`src/logic/bwc_map.vh`:
```
// Purpose: constants of the burst wrap configuration register pair
// Assumes: single-bit serial command interface, 24-bit register address
// Notes: bit positions refer to both the boot and the live byte
`ifndef BWC_MAP_VH
`define BWC_MAP_VH

// ============================================================
// command codes
`define BWC_CMD_RD_ANY 8'h65
`define BWC_CMD_WR_ANY 8'h71
`define BWC_CMD_SET_BURST 8'hc0
`define BWC_CMD_RD_SLOW 8'h03
`define BWC_CMD_RD_FAST 8'h0b
`define BWC_CMD_RD_QUAD_IO 8'heb
`define BWC_CMD_RD_DDR_QUAD_IO 8'hed
`define BWC_CMD_RST_ENABLE 8'h66
`define BWC_CMD_RST 8'h99

// ============================================================
// register addresses carried by the generic register commands
`define BWC_ADDR_BOOT 24'h000004
`define BWC_ADDR_LIVE 24'h800004

// ============================================================
// field layout
`define BWC_DRIVE_HI 7
`define BWC_DRIVE_LO 5
`define BWC_WRAP_EN_N 4
`define BWC_WLEN_HI 1
`define BWC_WLEN_LO 0
`define BWC_WRITE_MASK 8'hf3
`define BWC_BOOT_DEFAULT 8'h10
`define BWC_DRIVE_DUP 3'h0
`define BWC_DRIVE_NOMINAL 3'h3

// ============================================================
// address and byte counts
`define BWC_ADDR_BYTES 2'h3
`define BWC_WIN_MIN 6'h07

`endif

```
`src/logic/bwc_bootstore.v`:
```
// Purpose: storage cell of the boot configuration byte
// Assumes: the cell is loaded with its shipped value under rstn
// Notes: read data always leave through a register, one cycle behind except on a write, which shows at once

// ============================================================
// boot byte cell
module bwc_bootstore #(
	parameter WIDTH = 8,
	parameter [WIDTH-1:0] INIT = 8'h10
) (
	input wire clk,
	input wire rstn,
	input wire ce,
	input wire wr_en,
	input wire [WIDTH-1:0] wr_data,
	output reg [WIDTH-1:0] rd_data
);

	reg [WIDTH-1:0] cell_reg;

	// write port and registered read port, both frozen while ce is low
	always @(posedge clk) begin
		if (!rstn) begin
			cell_reg <= INIT;
			rd_data <= INIT;
		end else if (ce) begin
			if (wr_en)
				cell_reg <= wr_data;
			rd_data <= wr_en ? wr_data : cell_reg; // new value visible at once
		end
	end

endmodule

```
`src/logic/bwc_top.v`:
```
// Purpose: burst wrap and drive select register pair behind a serial port
// Assumes: clk far faster than sclk; spi mode 0, single data line
// Notes: array data come from outside; this block steers the addresses
`include "bwc_map.vh"

module bwc_top #(
	parameter ADDR_W = 24,
	parameter SYNC_W = 4
) (
	input wire clk,
	input wire rstn,
	input wire ce,
	input wire cs_n,
	input wire sclk,
	input wire si,
	input wire hw_reset_n,
	input wire [7:0] arr_data,
	output reg so,
	output reg so_oe,
	output reg arr_req,
	output reg [ADDR_W-1:0] arr_addr,
	output reg wrap_active,
	output reg wrap_en_n,
	output reg [1:0] wrap_len,
	output reg [2:0] drive_select_live,
	output reg [2:0] drive_strength
);

	// ============================================================
	// states
	localparam [2:0] ST_CMD = 3'h0;
	localparam [2:0] ST_ADDR = 3'h1;
	localparam [2:0] ST_WDATA = 3'h2;
	localparam [2:0] ST_RDOUT = 3'h3;
	localparam [2:0] ST_ARRAY = 3'h4;
	localparam [2:0] ST_BURST = 3'h5;
	localparam [2:0] ST_SKIP = 3'h6;

	// ============================================================
	// pin synchronisers: cs_n, sclk, si, hw_reset_n
	wire [SYNC_W-1:0] pin_raw;
	reg [SYNC_W-1:0] sync1_reg;
	reg [SYNC_W-1:0] sync2_reg;
	reg sclk_prev_reg;
	// reset levels match the idle pins: cs_n, si and reset high, sclk low
	localparam [3:0] PIN_IDLE = 4'hd;

	assign pin_raw = {hw_reset_n, si, sclk, cs_n};

	genvar gi;
	generate
		for (gi = 0; gi < SYNC_W; gi = gi + 1) begin : g_sync
			// idle levels at reset, so no false sclk edge follows it
			always @(posedge clk) begin
				if (!rstn) begin
					sync1_reg[gi] <= PIN_IDLE[gi];
					sync2_reg[gi] <= PIN_IDLE[gi];
				end else if (ce) begin
					sync1_reg[gi] <= pin_raw[gi];
					sync2_reg[gi] <= sync1_reg[gi];
				end
			end
		end
	endgenerate

	wire cs_n_s = sync2_reg[0];
	wire sclk_s = sync2_reg[1];
	wire si_s = sync2_reg[2];
	wire hwr_n_s = sync2_reg[3];
	wire sclk_rise = sclk_s & ~sclk_prev_reg;
	wire sclk_fall = ~sclk_s & sclk_prev_reg;

	// ============================================================
	// state and datapath registers
	reg [2:0] state_reg;
	reg [2:0] bit_cnt_reg;
	reg [6:0] in_sh_reg;
	reg [7:0] cmd_reg;
	reg [1:0] addr_cnt_reg;
	reg [ADDR_W-1:0] addr_reg;
	reg [7:0] live_reg;
	reg [7:0] out_sh_reg;
	reg load_pend_reg;
	reg rst_armed_reg;
	reg wrap_read_reg;
	reg boot_we_reg;
	reg [7:0] boot_wd_reg;
	wire [7:0] boot_q;

	wire [7:0] byte_in = {in_sh_reg, si_s};
	wire byte_done = sclk_rise & (bit_cnt_reg == 3'h7);
	wire [5:0] win_mask;

	// window mask for 8, 16, 32 or 64 byte bursts
	function [5:0] wrap_len_mask;
		input [1:0] code;
		begin
			wrap_len_mask = `BWC_WIN_MIN;
			case (code)
				2'h1: wrap_len_mask = 6'h0f;
				2'h2: wrap_len_mask = 6'h1f;
				2'h3: wrap_len_mask = 6'h3f;
				default: wrap_len_mask = `BWC_WIN_MIN;
			endcase
		end
	endfunction

	assign win_mask = wrap_len_mask(live_reg[`BWC_WLEN_HI:`BWC_WLEN_LO]);

	// next array address; low bits roll within the aligned window
	function [ADDR_W-1:0] next_addr;
		input [ADDR_W-1:0] a;
		input wrap;
		input [5:0] m;
		reg [ADDR_W-1:0] inc;
		reg [ADDR_W-1:0] wm;
		begin
			inc = a + {{(ADDR_W-1){1'b0}}, 1'b1};
			wm = {{(ADDR_W-6){1'b0}}, m};
			if (wrap)
				next_addr = (a & ~wm) | (inc & wm);
			else
				next_addr = inc;
		end
	endfunction

	// register read value; unmapped addresses read as zero
	reg [7:0] reg_rd;
	always @* begin
		reg_rd = 8'h00;
		if (addr_reg == `BWC_ADDR_BOOT)
			reg_rd = boot_q & `BWC_WRITE_MASK;
		else if (addr_reg == `BWC_ADDR_LIVE)
			reg_rd = live_reg & `BWC_WRITE_MASK;
	end

	// ============================================================
	// command sequencer
	always @(posedge clk) begin
		if (!rstn) begin
			sclk_prev_reg <= 1'b0;
			state_reg <= ST_CMD;
			bit_cnt_reg <= 3'h0;
			in_sh_reg <= 7'h00;
			cmd_reg <= 8'h00;
			addr_cnt_reg <= 2'h0;
			addr_reg <= {ADDR_W{1'b0}};
			live_reg <= `BWC_BOOT_DEFAULT;
			out_sh_reg <= 8'h00;
			load_pend_reg <= 1'b0;
			rst_armed_reg <= 1'b0;
			wrap_read_reg <= 1'b0;
			boot_we_reg <= 1'b0;
			boot_wd_reg <= 8'h00;
			so <= 1'b0;
			so_oe <= 1'b0;
			arr_req <= 1'b0;
			arr_addr <= {ADDR_W{1'b0}};
		end else if (ce) begin
			sclk_prev_reg <= sclk_s;
			boot_we_reg <= 1'b0;
			arr_req <= 1'b0;
			if (!hwr_n_s) begin
				// hardware reset pin: reload the working byte from boot
				live_reg <= boot_q;
				state_reg <= ST_CMD;
				bit_cnt_reg <= 3'h0;
				so_oe <= 1'b0;
				load_pend_reg <= 1'b0;
				rst_armed_reg <= 1'b0;
			end else if (cs_n_s) begin
				// deselect ends any command and releases the output
				state_reg <= ST_CMD;
				bit_cnt_reg <= 3'h0;
				so_oe <= 1'b0;
				load_pend_reg <= 1'b0;
			end else begin
				if (sclk_rise) begin
					bit_cnt_reg <= bit_cnt_reg + 3'h1;
					in_sh_reg <= byte_in[6:0];
				end
				if (byte_done) begin
					case (state_reg)
						ST_CMD: begin
							cmd_reg <= byte_in;
							addr_cnt_reg <= 2'h0;
							rst_armed_reg <= (byte_in == `BWC_CMD_RST_ENABLE);
							case (byte_in)
								`BWC_CMD_RD_ANY, `BWC_CMD_WR_ANY,
								`BWC_CMD_RD_SLOW, `BWC_CMD_RD_FAST,
								`BWC_CMD_RD_QUAD_IO, `BWC_CMD_RD_DDR_QUAD_IO:
									state_reg <= ST_ADDR;
								`BWC_CMD_SET_BURST:
									state_reg <= ST_BURST;
								`BWC_CMD_RST: begin
									if (rst_armed_reg)
										live_reg <= boot_q;
									state_reg <= ST_SKIP;
								end
								default:
									state_reg <= ST_SKIP;
							endcase
							// only the two quad io reads may wrap
							wrap_read_reg <= ~live_reg[`BWC_WRAP_EN_N] &
								((byte_in == `BWC_CMD_RD_QUAD_IO) |
								(byte_in == `BWC_CMD_RD_DDR_QUAD_IO));
						end
						ST_ADDR: begin
							addr_reg <= {addr_reg[ADDR_W-9:0], byte_in};
							addr_cnt_reg <= addr_cnt_reg + 2'h1;
							if (addr_cnt_reg == `BWC_ADDR_BYTES - 2'h1) begin
								if (cmd_reg == `BWC_CMD_WR_ANY) begin
									state_reg <= ST_WDATA;
								end else if (cmd_reg == `BWC_CMD_RD_ANY) begin
									// register read: wrap never applies
									state_reg <= ST_RDOUT;
									load_pend_reg <= 1'b1;
								end else begin
									state_reg <= ST_ARRAY;
									load_pend_reg <= 1'b1;
									arr_req <= 1'b1;
									arr_addr <= {addr_reg[ADDR_W-9:0], byte_in};
								end
							end
						end
						ST_WDATA: begin
							// reserved positions keep their zero default
							if (addr_reg == `BWC_ADDR_LIVE)
								live_reg <= byte_in & `BWC_WRITE_MASK;
							if (addr_reg == `BWC_ADDR_BOOT) begin
								boot_we_reg <= 1'b1;
								boot_wd_reg <= byte_in & `BWC_WRITE_MASK;
							end
							state_reg <= ST_SKIP;
						end
						ST_BURST: begin
							live_reg <= byte_in & `BWC_WRITE_MASK;
							state_reg <= ST_SKIP;
						end
						ST_RDOUT:
							load_pend_reg <= 1'b1;
						ST_ARRAY: begin
							// wrap mode was frozen at the command byte
							load_pend_reg <= 1'b1;
							arr_req <= 1'b1;
							arr_addr <= next_addr(arr_addr, wrap_read_reg,
								win_mask);
						end
						default:
							state_reg <= ST_SKIP;
					endcase
				end
				// data leave on the falling edge, msb first
				if (sclk_fall && (state_reg == ST_RDOUT ||
					state_reg == ST_ARRAY)) begin
					so_oe <= 1'b1;
					if (load_pend_reg) begin
						load_pend_reg <= 1'b0;
						if (state_reg == ST_RDOUT) begin
							so <= reg_rd[7];
							out_sh_reg <= {reg_rd[6:0], 1'b0};
						end else begin
							so <= arr_data[7];
							out_sh_reg <= {arr_data[6:0], 1'b0};
						end
					end else begin
						so <= out_sh_reg[7];
						out_sh_reg <= {out_sh_reg[6:0], 1'b0};
					end
				end
			end
		end
	end

	// ============================================================
	// controls in force, taken from the live byte; wrap_active from the wrap mode frozen at the command byte
	always @(posedge clk) begin
		if (!rstn) begin
			wrap_active <= 1'b0;
			wrap_en_n <= 1'b1;
			wrap_len <= 2'h0;
			drive_select_live <= 3'h0;
			drive_strength <= `BWC_DRIVE_NOMINAL;
		end else if (ce) begin
			wrap_active <= wrap_read_reg & (state_reg == ST_ARRAY);
			wrap_en_n <= live_reg[`BWC_WRAP_EN_N];
			wrap_len <= live_reg[`BWC_WLEN_HI:`BWC_WLEN_LO];
			drive_select_live <= live_reg[`BWC_DRIVE_HI:`BWC_DRIVE_LO];
			// factory code and code 3 give the same nominal strength
			if (live_reg[`BWC_DRIVE_HI:`BWC_DRIVE_LO] == `BWC_DRIVE_DUP)
				drive_strength <= `BWC_DRIVE_NOMINAL;
			else
				drive_strength <= live_reg[`BWC_DRIVE_HI:`BWC_DRIVE_LO];
		end
	end

	// ============================================================
	// boot byte storage
	bwc_bootstore #(
		.WIDTH(8),
		.INIT(`BWC_BOOT_DEFAULT)
	) u_boot (
		.clk(clk),
		.rstn(rstn),
		.ce(ce),
		.wr_en(boot_we_reg),
		.wr_data(boot_wd_reg),
		.rd_data(boot_q)
	);

endmodule

```
`config.mk`:
```
export PLATFORM = sky130hd
export DESIGN_NAME = bwc_top
export DESIGN_NICKNAME = d
export VERILOG_FILES = /design/src/logic/bwc_bootstore.v /design/src/logic/bwc_top.v
export VERILOG_INCLUDE_DIRS = /design/src /design/src/logic
export SDC_FILE = /design/constraint.sdc
export NUM_CORES = 1
export LEC_CHECK = 0
export ABC_AREA = 1
export BUFFER_PORTS_ARGS = -buffer_cell sky130_fd_sc_hd__buf_2
export CORE_ASPECT_RATIO = 2
export CORE_MARGIN = 2
export CORE_UTILIZATION = 30
export DETAILED_ROUTE_END_ITERATION = 8
export MAX_ROUTING_LAYER = met4
export SETUP_SLACK_MARGIN = 0.05
export SLEW_MARGIN = 5
export SYNTH_ARGS = -nofsm -noshare
export SYNTH_HDL_FRONTEND = slang
export SYNTH_HIERARCHICAL = 1
export SYNTH_SLANG_ARGS = --single-unit
```
`constraint.sdc`:
```
create_clock -name clk -period 4.05 [get_ports clk]
set_input_delay 0.6075 -clock clk [delete_from_list [all_inputs] [get_ports clk]]
set_output_delay 0.6075 -clock clk [all_outputs]
set_load 0.005 [all_outputs]
```
## Word-level counts from Yosys, hierarchy flattened

Index checks and enable logic that the tools add are counted.

| operators by class | value |
|---|---|
| $lt $le $gt $ge | 0 |
| shift-type cells | 0 |
| eq/ne operators | 38 |
| bitwise operators | 14 |
| $mul | 0 |
| divide/modulo/power cells | 0 |
| reductions and logical operators | 21 |
| muxes and demuxes | 60 |
| add/subtract/negate cells | 3 |

Operator list:

| cell | number |
|---|---|
| two-way mux 24 bit | 4 |
| two-way mux 8 bit | 11 |
| case mux 24 bit (2 select lines) | 1 |
| equality test 8 x 7 -> 1 bit, second input constant | 5 |
| equality test 8 bit, second input constant | 4 |
| two-way mux 3 bit | 10 |
| two-way mux 1 bit | 27 |
| adder 24 x 1 -> 24 bit, second input constant | 1 |
| AND 24 bit | 1 |
| AND 24 x 6 -> 24 bit | 1 |
| equality test 24 bit, second input constant | 1 |
| equality test 24 x 3 -> 1 bit, second input constant | 1 |
| NOT 6 -> 24 bit | 1 |
| bitwise OR 24 bit | 1 |
| case mux 8 bit (3 select lines) | 1 |
| case mux 6 bit (3 select lines) | 1 |
| AND reduction 4 bit | 4 |
| AND reduction 5 bit | 3 |
| != test 3 bit, second input constant | 4 |
| equality test 3 bit, second input constant | 3 |
| != test 3 x 2 -> 1 bit, second input constant | 3 |
| case mux 3 bit (3 select lines) | 1 |
| equality test 8 x 2 -> 1 bit, second input constant | 1 |
| equality test 8 x 4 -> 1 bit, second input constant | 1 |
| other kinds (26) | 45 |

| word-level totals | value |
|---|---|
| memories kept | 0 |
| input bits | 15 |
| memory bits (read-only) | 0 |
| bits in writable memories | 0 |
| latch bits | 0 |
| register bits after elaboration | 127 |
| logic and storage cells | 168 |

## Logic depth before layout (Yosys ltp)

| depth | value |
|---|---|
| depth after elaboration | 9 |
| gate-level depth with buffers | 12 |
| gate-level depth less buffers | 11 |

## Hierarchy

Netlist, hierarchy kept.

By module, submodules not included:

| module | instances | area an instance (µm²) | seq. area each (µm²) | cells an instance |
|---|---|---|---|---|
| bwc_top | 1 | 6,078.3 | 2,322.2 | 949 |
| bwc_bootstore | 1 | 342.8 | 160.2 | 49 |

## Worst setup path before layout

No wires, ideal clock.

| timing path | value |
|---|---|
| path type | input to register |
| start | input port ce |
| end | register arr_addr[10] |
| data arrival time | 1,675 ps |
| path slack | 2,257 ps |
| stages on the path | 8 |
| library setup time | 118 ps |
| cell sequence | clkbuf_1 > nand2_4 > nor2_4 > o21ai_1 > nand3b_4 > buf_2 > nor3_1 > nor2_1 |

| on the way | value |
|---|---|
| longest elaborated chain between the ends | 1 |

RTL lines:

| element | line | source |
|---|---|---|
| start, declared | bwc_top.v:12 | `input wire ce,` |
| AND reduction 8 bit (no line) | n/a |  |
| end signal, assigned | bwc_top.v:158 | `arr_addr <= {ADDR_W{1'b0}};` |
| end signal, assigned | bwc_top.v:222 | `arr_addr <= {addr_reg[ADDR_W-9:0], byte_in};` |
| end signal, assigned | bwc_top.v:246 | `arr_addr <= next_addr(arr_addr, wrap_read_reg,` |
| end, declared | bwc_top.v:21 | `output reg [ADDR_W-1:0] arr_addr,` |

No other way between the ends.
A chain may end at the register's enable or synchronous reset.

## Worst setup path in the final report

| timing path | value |
|---|---|
| start | register state_reg[0] |
| end | register out_sh_reg[6] |

| on the way | value |
|---|---|
| longest elaborated chain between the ends | 4 |
| elaborated cells on any way between the ends | 7 |
| classes of those cells | eq/ne (2); mux (2); reduce/logical (3) |

RTL lines:

| element | line | source |
|---|---|---|
| start, declared | bwc_top.v:75 | `reg [2:0] state_reg;` |
| start signal, assigned | bwc_top.v:142 | `state_reg <= ST_CMD;` |
| start signal, assigned | bwc_top.v:166 | `state_reg <= ST_CMD;` |
| start signal, assigned | bwc_top.v:173 | `state_reg <= ST_CMD;` |
| equality test 3 x 2 -> 1 bit / equality test 3 bit (equally long branches) | bwc_top.v:254, bwc_top.v:259, bwc_top.v:255 |  |
| logical OR 1 bit | bwc_top.v:254 | `if (sclk_fall && (state_reg == ST_RDOUT \|\|` |
| logical AND 1 bit | bwc_top.v:254 |  |
| AND reduction 4 bit (no line) | n/a |  |
| end signal, assigned | bwc_top.v:261 | `out_sh_reg <= {reg_rd[6:0], 1'b0};` |
| end signal, assigned | bwc_top.v:264 | `out_sh_reg <= {arr_data[6:0], 1'b0};` |
| end signal, assigned | bwc_top.v:268 | `out_sh_reg <= {out_sh_reg[6:0], 1'b0};` |
| end, declared | bwc_top.v:82 | `reg [7:0] out_sh_reg;` |

Parallel ways exist; a longest one is shown, timed or not.

==> results_dict.tcl <==
set metrics [dict create \
    syn_inst 985 \
    setup_viol 0 \
    final_nets 1039 \
    synth.net_count 1004 \
    place.detailed.hpwl_mm 14.7 \
    h-tree-depth 4 \
    holdCritPathClass "in2reg" \
    first_global_vias 6235 \
    drtIter0Drc 376 \
    largest_register_ff_count 24 \
    via_per_inst 4.93 \
    flow.area_growth_from_synthesis_pct 15.9 \
    die_h_um 210 \
    boundaryPins 52 \
    synthesis.area_um2 6330 \
    cts_setup_buffers 0 \
    final.min_clock_period_ns 2.66 \
    ys_warn_count 6 \
    critPathKind "reg2reg" \
    cts.sinks 122 \
    setup.worst_path.end_class "flop" \
    total_power_mw 2.84 \
    clockRootBuffer "sky130_fd_sc_hd__clkbuf_16" \
    start_util_pct 30.4 \
    cap_viol_max_count 0 \
    ff_latch_area_um2 2440 \
    setup_tns_ns 0 \
    post-route-period-util_pct 65.6 \
    final-instance-count-excl-fill 1302 \
    track_usage_pct 18.7 \
    clock_tree.buffer_depth 2 \
    vias 6419 \
    cts_tree "yes" \
    max_stage_delay_ns 0.46 \
    slew_at_the_pin_closest_to_its_max_slew_limit_ns 1.19 \
    clkLatencyLatePin_ns 0.43 \
    cts-buffers-inserted 17 \
    drt_first_pass_iters 5 \
    grt_max_degree 98 \
    fmax_ghz 0.376 \
    antenna_found_initial 0 \
    avgSynthCellArea_um2 6.43 \
    cp_max_fo 24 \
    worst_ep_arrival_time_ns 2.96 \
    layout-drive-gt1-share_pct 10.6 \
    antenna_violating_nets_left 0 \
    vdd_ir_drop_max_uv 219 \
    core_region_area_um2 20800 \
    finalWirelength_mm 19.8 \
    critical_path.most_common_cell "sky130_fd_sc_hd__nor2_1" \
    max_slew_margin_pct 20.3 \
    dpl.cell_count 1270 \
    io_buffers 51 \
    dpl-instance-area_um2 6750 \
    std_cell_rows 75 \
    multi_input_comb_area_um2 3260 \
    avgRoutedWirePerCell_um 15.2 \
    critical_path_data_required_time_ns 4.36 \
    static-leakage-power_nw 3.17 \
    place.gp.congestion 0.903 \
    number_of_buffers_inserted_by_hold_repair_at_cts 0 \
    finish.instance_area_um2 7340 \
    status "finished clean" \
    design.die.area_um2 22400 \
    critical_path_cell_by_cell "nor2_1, nand2_1, inv_2, nor2_1, nor2_1, nand2_1, nor2_2, inv_1, a21oi_1, a21oi_1" \
    globalRoute.totalOverflow 0 \
    total_power_density_per_cell_area_nw_per_um2 387 \
    grt_first_pass_wirelength_mm 31.5 \
    rsz0062_at_grt "false" \
    cts.repair.resized 0 \
    clkTransAtPathRegs_ns 0.06 \
    timing_hold_violations_final 0 \
    route.detailed.drc 0 \
    fill_cells 2318 \
    start_kind "flop" \
    diodes 0 \
    cp_slowest_cell "sky130_fd_sc_hd__nor2_2" \
    drv_slew 0 \
    fp.dieW_um 107 \
    clock-skew-final_ns 0.00908 \
]
per-stage QoR:
step                      utilization, %  setup WS (ns)  hold slack, ns
after CTS                           35.2           1.39           0.371
after global placement              32.4           1.49           0.435
after detailed placement            32.4           1.41           0.438
after floorplan                        -           2.26           0.424
after global routing                35.2           1.05           0.391
final                               35.2           1.39           0.385
cell type report:
cell class	instances	area share (%)
Clock inverter	15	2.23
Multi-Input combinational cell	709	44.3
Clock buffer	17	5.80
Timing Repair Buffer	55	3.89
Inverter	115	5.88
Sequential cell	122	33.3
Tap cell	269	4.58
cells in the final DEF (no fill, tap or decap), types with 2 or more instances in the layout:
cell type	n
sky130_fd_sc_hd__a211oi_1	4
sky130_fd_sc_hd__a211oi_2	3
sky130_fd_sc_hd__a21oi_1	93
sky130_fd_sc_hd__a21oi_2	2
sky130_fd_sc_hd__a31oi_1	2
sky130_fd_sc_hd__buf_2	51
sky130_fd_sc_hd__buf_4	4
sky130_fd_sc_hd__bufinv_16	2
sky130_fd_sc_hd__clkbuf_16	17
sky130_fd_sc_hd__clkinv_2	2
sky130_fd_sc_hd__clkinv_4	3
sky130_fd_sc_hd__clkinvlp_4	2
sky130_fd_sc_hd__dfxtp_1	122
sky130_fd_sc_hd__ha_1	4
sky130_fd_sc_hd__inv_1	109
sky130_fd_sc_hd__inv_2	5
sky130_fd_sc_hd__inv_6	6
sky130_fd_sc_hd__nand2_1	196
sky130_fd_sc_hd__nand2_2	2
sky130_fd_sc_hd__nand3_1	59
sky130_fd_sc_hd__nand4_1	16
sky130_fd_sc_hd__nor2_1	184
sky130_fd_sc_hd__nor2_2	2
sky130_fd_sc_hd__nor2_4	4
sky130_fd_sc_hd__nor3_1	17
sky130_fd_sc_hd__o211ai_1	3
sky130_fd_sc_hd__o21ai_0	88
sky130_fd_sc_hd__o21ai_1	16
sky130_fd_sc_hd__o311ai_0	2
sky130_fd_sc_hd__or2_2	2
sky130_fd_sc_hd__xor2_1	2
path summary, 6_finish.rpt:
| path | from | endpoint | slack [ns] | depth (start not counted) |
|---|---|---|---|---|
| worst min register to register | addr_reg[18] | addr_reg[18] | 0.44 | 2 |
| worst max-delay path | state_reg[0] | out_sh_reg[6] | 1.39 | 10 |
| worst min-delay path | cs_n | sync1_reg[0] | 0.38 | 3 |
| worst max register to register | state_reg[0] | out_sh_reg[6] | 1.39 | 10 |
worst max-delay path, delay by kind of cell, from the launching register on:
family | cells | cell delay [ns]
compound gates | 2 | 0.25
buf+inv | 2 | 0.63
flops | 1 | 0.37
simple gates | 6 | 1.28
report_power, final:
group | total [mW] | internal [mW] | switching [mW]
Sequential | 1.22 | 1.21 | 0.00963
Clock | 1.54 | 0.916 | 0.623
Combinational | 0.0822 | 0.0256 | 0.0566
layer usage:
metal  routed length (um)  vias up  GRT usage [%]  part of all wire (%)
met5                    0        -              -                     0
met4                 1220        0           13.0                   6.2
met3                  640       71           2.95                   3.2
met2                10700      165           33.7                    54
met1                 7260     2914           17.7                    37
li1                     -     3269              -                     -
Power figures use the tool's default switching activity.
